==> config.mk <==
export PLATFORM = sky130hd
export DESIGN_NAME = cacc_channel
export DESIGN_NICKNAME = d
export VERILOG_FILES = /design/src/hw/cacc_pkg.sv /design/src/hw/cacc_channel.sv
export VERILOG_INCLUDE_DIRS = /design/src /design/src/hw
export SDC_FILE = /design/constraint.sdc
export NUM_CORES = 1
export LEC_CHECK = 0
export BUFFER_PORTS_ARGS = -buffer_cell sky130_fd_sc_hd__buf_2
export CAP_MARGIN = 0
export CORE_UTILIZATION = 45
export DETAILED_ROUTE_END_ITERATION = 7
export PLACE_DENSITY = 0.68
export SYNTH_ARGS = -nofsm -noshare
export SYNTH_HDL_FRONTEND = slang
export SYNTH_SLANG_ARGS = --single-unit
==> constraint.sdc <==
create_clock -name clk -period 3.5 [get_ports clk]
set_clock_uncertainty 0.1 [all_clocks]
set_input_delay 0.35 -clock clk [delete_from_list [all_inputs] [get_ports clk]]
set_output_delay 0.35 -clock clk [all_outputs]
set_load 0.05 [all_outputs]
==> src/hw/cacc_consts.svh <==
`ifndef CACC_CONSTS_SVH
`define CACC_CONSTS_SVH
// Register word offsets on the Avalon-MM slave (word addressed).
`define CACC_OFS_MODE     4'h0
`define CACC_OFS_CC_LOW   4'h1
`define CACC_OFS_CC_HIGH  4'h2
`define CACC_OFS_PWM_CFG  4'h3
`define CACC_OFS_STATUS   4'h4
`define CACC_OFS_COUNTER  4'h5
// Mode register bit positions.
`define CACC_BIT_IRQ_EN   0
`define CACC_BIT_PWM      1
`define CACC_BIT_TOG      2
`define CACC_BIT_MAT      3
`define CACC_BIT_FALL     4
`define CACC_BIT_RISE     5
`define CACC_BIT_ECOM     6
// Pwm config register bit positions.
`define CACC_BIT_RELOAD_REG_SELECT    7
`define CACC_BIT_CYCLE_OVERFLOW_FLAG     5
// Status register bit positions.
`define CACC_BIT_CCF      0
`define CACC_BIT_PIN      1
// Cycle length codes.
`define CACC_CL_8         2'h0
`define CACC_CL_9         2'h1
`define CACC_CL_10        2'h2
`define CACC_CL_11        2'h3
`define CACC_RST_BYTE     8'h00
`define CACC_RST_WORD     16'h0000
`define CACC_LOW_ONES     8'hFF
`endif

==> src/hw/cacc_pkg.sv <==
package cacc_pkg;
    typedef struct packed {
        logic [3:0]  address;
        logic        read;
        logic        write;
        logic [31:0] writedata;
    } cacc_bus_req_type;

    typedef struct packed {
        logic [6:0]  mode;
        logic [15:0] cc;
        logic [10:0] reload;
        logic        reload_reg_select;
        logic [1:0]  cycle_length_sel;
        logic        cycle_overflow_flag;
        logic        ccf;
        logic        pin_out;
        logic        pin_s1;
        logic        pin_s2;
        logic        pin_prev;
        logic        cnt_tick_s;
        logic [15:0] count_prev;
        logic        ack;
        logic [31:0] rdata;
        logic        irq;
        logic        oe;
        logic        wreq;
    } cacc_state_type;
endpackage

==> src/hw/cacc_channel.sv <==
`include "cacc_consts.svh"
// Function
// - Qualifying pin edge captures counter into register.
// - Rise, fall or both edges chosen by bits.
// - Capture sets event flag; enable raises request.
// - Event flag cleared only by software.
// - Software timer flags sixteen-bit equality.
// - Low write clears, high write sets comparator.
// - High-speed mode toggles pin on match.
// - Frequency mode toggles, adds high to low.
// - Zero half-period behaves as 256 clocks.
// - Frequency mode match enable flags full equality.
// - Eight-bit PWM rises on match, falls overflow.
// - Eight-bit PWM reloads low from high byte.
// - Eight-bit PWM selected by code 00.
// - Narrow PWM match flags rising edge.
// - Eight-bit overflow flag every 256 clocks.
// - Reload select steers the byte accesses.
// - N-bit PWM rises on match, falls overflow.
// - N-bit overflow sets flag and reloads.
// - Overflow every 512, 1024, 2048 clocks.
// - One shared cycle-length setting for PWM; each channel holds its own here.
// - Comparator off forces PWM low, stops toggling.
// - Cycle code 00..11 selects 8..11 bits.
// - Per-channel interrupt enable gates event flag.
module cacc_channel (
    input  wire logic                      clk,
    input  wire logic                      rst,
    input  wire logic [15:0]               counter,
    input  wire logic                      counter_tick,
    input  wire logic                      channel_pin_in,
    input  wire cacc_pkg::cacc_bus_req_type bus_req,
    output logic                           channel_pin,
    output logic                           channel_pin_oe,
    output logic                           channel_irq,
    output logic [31:0]                    readdata,
    output logic                           waitrequest
);
    cacc_pkg::cacc_state_type s_r;
    cacc_pkg::cacc_state_type s_nxt;

    // ************************************************************
    // Channel behaviour
    // ************************************************************
    logic        ecom;
    logic        pwm8;
    logic        pwm_enable;
    logic        freq;
    logic        hso;
    logic        swt;
    logic        capt;
    logic        rise;
    logic        fall;
    logic        m16;
    logic        low_wrap;
    logic [10:0] nmask;
    logic        n_match;
    logic        n_ovf;
    logic        wr_low;
    logic        wr_high;
    logic        acc;
    logic [7:0]  half;
    logic        ccf_set;
    logic        cycle_overflow_flag_set;

    always_comb begin
        s_nxt = s_r;
        ecom = s_r.mode[`CACC_BIT_ECOM];
        pwm8 = 1'b0;
        pwm_enable = 1'b0;
        freq = 1'b0;
        hso = 1'b0;
        swt = 1'b0;
        capt = 1'b0;
        ccf_set = 1'b0;
        cycle_overflow_flag_set = 1'b0;
        half = s_r.cc[15:8];
        acc = bus_req.read | bus_req.write;
        wr_low = bus_req.write & (bus_req.address == `CACC_OFS_CC_LOW);
        wr_high = bus_req.write & (bus_req.address == `CACC_OFS_CC_HIGH);
        // Decode of the mode bits with the comparator bit ignored, so the
        // pin goes quiet rather than falling into capture when it is cleared.
        if (s_r.mode[`CACC_BIT_PWM] & ~s_r.mode[`CACC_BIT_TOG]) begin
            if (s_r.cycle_length_sel == `CACC_CL_8) begin
                pwm8 = 1'b1;
            end else begin
                pwm_enable = 1'b1;
            end
        end else if (s_r.mode[`CACC_BIT_PWM] & s_r.mode[`CACC_BIT_TOG]) begin
            freq = 1'b1;
        end else if (s_r.mode[`CACC_BIT_TOG]) begin
            hso = 1'b1;
        end else if (s_r.mode[`CACC_BIT_MAT]) begin
            swt = 1'b1;
        end else begin
            capt = 1'b1;
        end
        case (s_r.cycle_length_sel)
            `CACC_CL_9:  nmask = 11'h1FF;
            `CACC_CL_10: nmask = 11'h3FF;
            `CACC_CL_11: nmask = 11'h7FF;
            default:     nmask = 11'h0FF;
        endcase
        m16 = counter_tick & (counter == s_r.cc);
        low_wrap = counter_tick & (s_r.count_prev[7:0] == `CACC_LOW_ONES)
                   & (counter[7:0] == `CACC_RST_BYTE);
        n_match = counter_tick & ((counter[10:0] & nmask) == (s_r.cc[10:0] & nmask));
        // Overflow out of bit N: low N bits wrapped to zero.
        n_ovf = counter_tick & ((counter[10:0] & nmask) == 11'h000)
                & ((s_r.count_prev[10:0] & nmask) == nmask);
        // Pin synchroniser; only the second stage feeds edge logic.
        s_nxt.pin_s1 = channel_pin_in;
        s_nxt.pin_s2 = s_r.pin_s1;
        s_nxt.pin_prev = s_r.pin_s2;
        rise = s_r.pin_s2 & ~s_r.pin_prev;
        fall = ~s_r.pin_s2 & s_r.pin_prev;
        s_nxt.cnt_tick_s = counter_tick;
        if (counter_tick) begin
            s_nxt.count_prev = counter;
        end
        if (capt & ((rise & s_r.mode[`CACC_BIT_RISE]) | (fall & s_r.mode[`CACC_BIT_FALL]))) begin
            s_nxt.cc = counter;
            ccf_set = 1'b1;
        end
        if (swt & ecom & m16) begin
            ccf_set = 1'b1;
        end
        if (hso & ecom & m16) begin
            s_nxt.pin_out = ~s_r.pin_out;
            ccf_set = s_r.mode[`CACC_BIT_MAT];
        end
        if (freq & ecom) begin
            if (counter_tick & (counter[7:0] == s_r.cc[7:0])) begin
                s_nxt.pin_out = ~s_r.pin_out;
                // Zero wraps naturally: adding 0 returns the same low byte,
                // which next matches after 256 counter clocks.
                s_nxt.cc[7:0] = s_r.cc[7:0] + half;
            end
            if (s_r.mode[`CACC_BIT_MAT] & m16) begin
                ccf_set = 1'b1;
            end
        end
        if (pwm8) begin
            if (low_wrap) begin
                s_nxt.pin_out = 1'b0;
                s_nxt.cc[7:0] = s_r.cc[15:8];
                cycle_overflow_flag_set = 1'b1;
            end else if (ecom & counter_tick & (counter[7:0] == s_r.cc[7:0])) begin
                s_nxt.pin_out = 1'b1;
                ccf_set = s_r.mode[`CACC_BIT_MAT];
            end
            if (~ecom) begin
                s_nxt.pin_out = 1'b0;
            end
        end
        if (pwm_enable) begin
            if (n_ovf) begin
                s_nxt.pin_out = 1'b0;
                cycle_overflow_flag_set = 1'b1;
                s_nxt.cc[10:0] = s_r.reload;
            end else if (ecom & n_match) begin
                s_nxt.pin_out = 1'b1;
                ccf_set = s_r.mode[`CACC_BIT_MAT];
            end
            if (~ecom) begin
                s_nxt.pin_out = 1'b0;
            end
        end

        // ********************************************************
        // Register slave: one-cycle answer, waitrequest low on ack
        // ********************************************************
        s_nxt.ack = acc & ~s_r.ack;
        s_nxt.wreq = ~s_nxt.ack;
        s_nxt.rdata = 32'h0000_0000;
        // A write lands on the edge at which the master sees waitrequest low;
        // a read is latched one edge earlier so its data stands at that edge.
        if (acc) begin
            if (bus_req.write & s_r.ack) begin
                case (bus_req.address)
                    `CACC_OFS_MODE: begin
                        s_nxt.mode = bus_req.writedata[6:0];
                    end
                    `CACC_OFS_CC_LOW: begin
                        if (s_r.reload_reg_select) begin
                            s_nxt.reload[7:0] = bus_req.writedata[7:0];
                        end else begin
                            s_nxt.cc[7:0] = bus_req.writedata[7:0];
                        end
                    end
                    `CACC_OFS_CC_HIGH: begin
                        if (s_r.reload_reg_select) begin
                            s_nxt.reload[10:8] = bus_req.writedata[2:0];
                        end else begin
                            s_nxt.cc[15:8] = bus_req.writedata[7:0];
                        end
                    end
                    `CACC_OFS_PWM_CFG: begin
                        s_nxt.reload_reg_select = bus_req.writedata[`CACC_BIT_RELOAD_REG_SELECT];
                        s_nxt.cycle_length_sel = bus_req.writedata[1:0];
                        if (~bus_req.writedata[`CACC_BIT_CYCLE_OVERFLOW_FLAG]) begin
                            s_nxt.cycle_overflow_flag = 1'b0;
                        end
                    end
                    `CACC_OFS_STATUS: begin
                        if (~bus_req.writedata[`CACC_BIT_CCF]) begin
                            s_nxt.ccf = 1'b0;
                        end
                    end
                    default: begin
                    end
                endcase
                if (wr_low) begin
                    s_nxt.mode[`CACC_BIT_ECOM] = 1'b0;
                end
                if (wr_high) begin
                    s_nxt.mode[`CACC_BIT_ECOM] = 1'b1;
                end
            end else if (bus_req.read & ~s_r.ack) begin
                case (bus_req.address)
                    `CACC_OFS_MODE:    s_nxt.rdata = {25'h0, s_r.mode};
                    `CACC_OFS_CC_LOW:  s_nxt.rdata = s_r.reload_reg_select ?
                                                     {24'h0, s_r.reload[7:0]} :
                                                     {24'h0, s_r.cc[7:0]};
                    `CACC_OFS_CC_HIGH: s_nxt.rdata = s_r.reload_reg_select ?
                                                     {29'h0, s_r.reload[10:8]} :
                                                     {24'h0, s_r.cc[15:8]};
                    `CACC_OFS_PWM_CFG: s_nxt.rdata = {24'h0, s_r.reload_reg_select, 1'b0, s_r.cycle_overflow_flag,
                                                      3'h0, s_r.cycle_length_sel};
                    `CACC_OFS_STATUS:  s_nxt.rdata = {30'h0, s_r.pin_s2, s_r.ccf};
                    `CACC_OFS_COUNTER: s_nxt.rdata = {16'h0, counter};
                    default:           s_nxt.rdata = 32'h0000_0000;
                endcase
            end
        end
        // Hardware set wins over a software clear in the same cycle.
        if (ccf_set) begin
            s_nxt.ccf = 1'b1;
        end
        // The overflow flag follows the same rule as the event flag.
        if (cycle_overflow_flag_set) begin
            s_nxt.cycle_overflow_flag = 1'b1;
        end
        s_nxt.irq = s_nxt.ccf & s_nxt.mode[`CACC_BIT_IRQ_EN];
        s_nxt.oe = s_nxt.mode[`CACC_BIT_TOG] | s_nxt.mode[`CACC_BIT_PWM];
    end

    always_ff @(posedge clk or posedge rst) begin
        if (rst) begin
            s_r <= '0;
            s_r.wreq <= 1'b1;
        end else begin
            s_r <= s_nxt;
        end
    end

    assign channel_pin    = s_r.pin_out;
    assign channel_pin_oe = s_r.oe;
    assign channel_irq    = s_r.irq;
    assign readdata       = s_r.rdata;
    assign waitrequest    = s_r.wreq;
endmodule

==> impl_summary.md <==
Route
Using the TritonRoute via totals, the vias-per-cell ratio works out to 5.76. Before antenna repair, the detailed router went through 7 iterations. After the first detailed-routing iteration, the DRC count stood at 267.

The wire length per cell is 18.6 um. The total wire length is 11.8 mm. The detailed router placed 3644 vias in this run.

The count of nets left with antenna violations once routing finished came out at 0. The detailed-route DRC error count is 1.

Logic synthesis
The count of yosys warnings during synthesis is 0. The area fraction in and, or, nand and nor cells after synthesis is 0.164. The mux cell area share after synthesis is 0.152.

The post-synthesis instance area is 4560 um^2. The post-synthesis async set-or-reset flop share is 1.00. Of the synthesized area, sequential elements account for 0.406. After synthesis, the cell types taking the most area are dfrtp_1, mux2_2, mux2i_1. The leading cell type by number of instances after synthesis is dfrtp_1. The average footprint of a synthesized cell is 10.0 um^2. The count of flip-flops with a built-in enable after synthesis is 0. Of the total synthesized cell area, the portion taken by XOR and XNOR cells is 0.0403. The fraction of post-synthesis cell area in the top cell type by area is 0.400. The commonest cells after synthesis are dfrtp_1, nand2_1, buf_4, mux2i_1, mux2_2. Synthesis instantiated 61 different standard cells from the library. The post-synthesis compound-gate area fraction was 0.136. Of the total synthesized cell area, the portion taken by full adders, half adders and majority gates is 0.0236. The dominant cell type by area after synthesis is dfrtp_1. The leading register cell type out of synthesis is dfrtp_1. Synthesis handed over a netlist of 455 instances. Synthesis inferred 74 register bits.

After synthesis, the largest family of logic cells by area is simple AND/OR/NAND/NOR gates.

Floorplanning
The I/O pin total is 94. The chip height is 103 um. The number of core rows is 36. The die covers 10500 um^2.

The initial core utilization is 0.465. The die width is 103 um. In this run the standard cell core region covers 9820 um^2.

Timing
The headroom to the max-slew limit is 0.437. The number of max-slew violations in the final report is 0. Setup repair after global routing left no endpoint under its margin. At the pin with the least slew margin, the transition time is 845 ps.

Setup violations remaining at the end of the flow were counted as 0. In the finished design, the share of the clock period the worst path needs comes to 0.712. The number of hold violations in the final report is 0. Derived from the worst setup path, the maximum achievable clock frequency is 401 MHz.

For the finished layout, the period the worst path requires is 2490 ps. The aggregate negative setup slack is 0 ps.

Global routing
The via count of the first global-routing pass is 3314. The global-route usage over all layers is 0.236. The global-route wire length before repair is 18.1 mm.

Global routing finished with a remaining overflow of 0. The maximum number of pins on one net before global-route repair is 47. The initial antenna violation count is 0.

Placement
The half-perimeter wire length after detailed placement is 8.71 mm. During placement, the flow inserted port buffers numbering 53. The weighted congestion reported at the end of routability-driven placement is 1.02.

Worst setup path
The startpoint type of the worst setup path is a flip-flop. In this design, the stage delay of the slowest critical-path cell is 810 ps. The slowest library cell on the worst path is a2111oi_4. The library cell appearing most often on the critical path is mux2i_1.

Grouping stages by cell kind, the critical path spends the most delay in compound AO/OA/AOI/OAI gates. The critical path required time is 3650 ps. By startpoint and endpoint, the worst setup path is classified as reg -> reg. Walking the worst path, the cells encountered are nand3b_4 > a2111oi_4 > buf_4 > mux2i_1 > mux2i_1 > mux2i_1 > o21ai_1. The reg-to-reg setup timing slack is 1010 ps. The category of the worst setup path capture point is a flip-flop. The worst path arrival time is 2640 ps.

The critical-path maximum fanout is 9. The number of buffers and inverters on the critical path is 1.

Clocking
Post-CTS repair changed the size of 0 cells. The cts-stage hold buffer count is 2. The clock drives 74 sinks. After clock tree synthesis, the clock-pin slew on the worst setup and hold paths is 80 ps. Counting the buffers created by CTS gives 9. The largest buffer count on any clock path is 2.

The root buffer selected by CTS is clkbuf_8. The later pin in the worst-skew pair is clocked with a latency of 360 ps. The total number of H-tree levels is 3. The post-CTS setup repair buffer count is 0. The clock tree from TritonCTS is yes.

Pwr
In this run the power density over the cells is 608 nW/um^2. In this run the static leakage power is 2.29 nW. The worst ir drop on vdd is 0.000265 V.

Outcome
The checks that failed: design-rule violations. The flow ran to the end, but the final reports show violations.

Final layout
The diode insertion count for antenna repair is 0. In the final layout, the share of cells above drive strength 1 is 0.228. The final-layout fill cell count is 950.

For this run, the share of the core covered by cells in the final layout is 0.505. The layout overhead on the synthesized area is 8.80%. The number of nets in the final layout is 561.

Min path
The path category of the worst min-delay check is in -> reg.

Run
Across the run, the number of max-cap violations was 0.
==> through the flow <==
step                worst slack (ps)  cells  hold WS (ps)  cell area (um^2)  total power [mW]
floorplan                       1170    470           231              4620              2.11
global placement                1030    615           233              4780              2.39
detailed placement               993    615           238              4780              2.42
CTS                             1020    633           129              4960              3.01
global route                     912    633           146              4960              3.20
finish                          1010    633           142              4960              3.02
==> logic make-up (layout without fill, tap and decap cells) <==
kind of cell	Yosys count	after routing
AND/OR/NAND/NOR	135	135
XOR/XNOR	21	21
multiplexers	65	65
buffers and inverters	57	87
flip-flops	74	74
other	1	16
AO/OA/AOI/OAI	94	94
adder cells (fa/ha/maj)	8	8
==> sequential cells by signal, summed over array words and instances (netlist names) <==
name / flops
readdata: 16
s_nxt: 2
channel_pin_oe: 1
channel_irq: 1
half: 8
channel_pin: 1
waitrequest: 1
s_r: 43
ecom: 1
==> per-layer routing <==
| layer | part of all wire | vias up | track usage | wire, um |
|---|---|---|---|---|
| met4 | 0.029 | 0 | 0.109 | 345 |
| met1 | 0.44 | 1766 | 0.320 | 5110 |
| met5 | 0 | - | 0 | 0 |
| met2 | 0.45 | 169 | 0.356 | 5330 |
| li1 | - | 1675 | - | - |
| met3 | 0.082 | 34 | 0.0556 | 969 |
==> cell type report <==
type	count	area [um^2]	area share
repair buffers	61	330	0.0665
flip-flops and latches	74	1850	0.373
inverters	10	37.5	0.00756
multi-input cells	339	2410	0.486
well taps	133	166	0.0335
clock buffers	13	149	0.0300
clock inverters	3	15.0	0.00302
==> cell usage in the layout (no fill, tap or decap), types with 6 or more instances in the layout <==
| master | netlist | routed |
|---|---|---|
| dfrtp_1 | 73 | 73 |
| buf_2 | 6 | 53 |
| nand2_1 | 36 | 36 |
| mux2i_1 | 33 | 33 |
| mux2_2 | 31 | 31 |
| nor2_1 | 26 | 26 |
| a21oi_1 | 26 | 26 |
| o21ai_0 | 24 | 24 |
| xor2_1 | 17 | 17 |
| conb_1 | 1 | 16 |
| and2_1 | 12 | 12 |
| nor3_1 | 11 | 11 |
| clkbuf_8 | 0 | 10 |
| inv_1 | 10 | 9 |
| o21ai_1 | 8 | 8 |
| nand3_1 | 7 | 7 |
| ha_1 | 7 | 7 |
| and3_1 | 6 | 6 |
| buf_4 | 33 | 6 |
==> worst paths after layout <==
check / endpoint / cells past startpoint / from
min in group asynchronous: s_r[35] / 4 / rst
max in group asynchronous: s_r[63] / 4 / rst
setup reg to reg: s_r[77] / 7 / s_nxt[53]
hold reg to reg: s_nxt[53] / 0 / s_nxt[54]
setup / recovery: s_r[77] / 7 / s_nxt[53]
hold / removal: readdata[15] / 2 / counter[15]
==> power by group <==
group,internal [mW],total [mW],switching (mW)
sequential,1.02,1.28,0.263
combinational,0.513,1.15,0.642
clock,0.274,0.584,0.310
(Power assumes the default switching activity.)
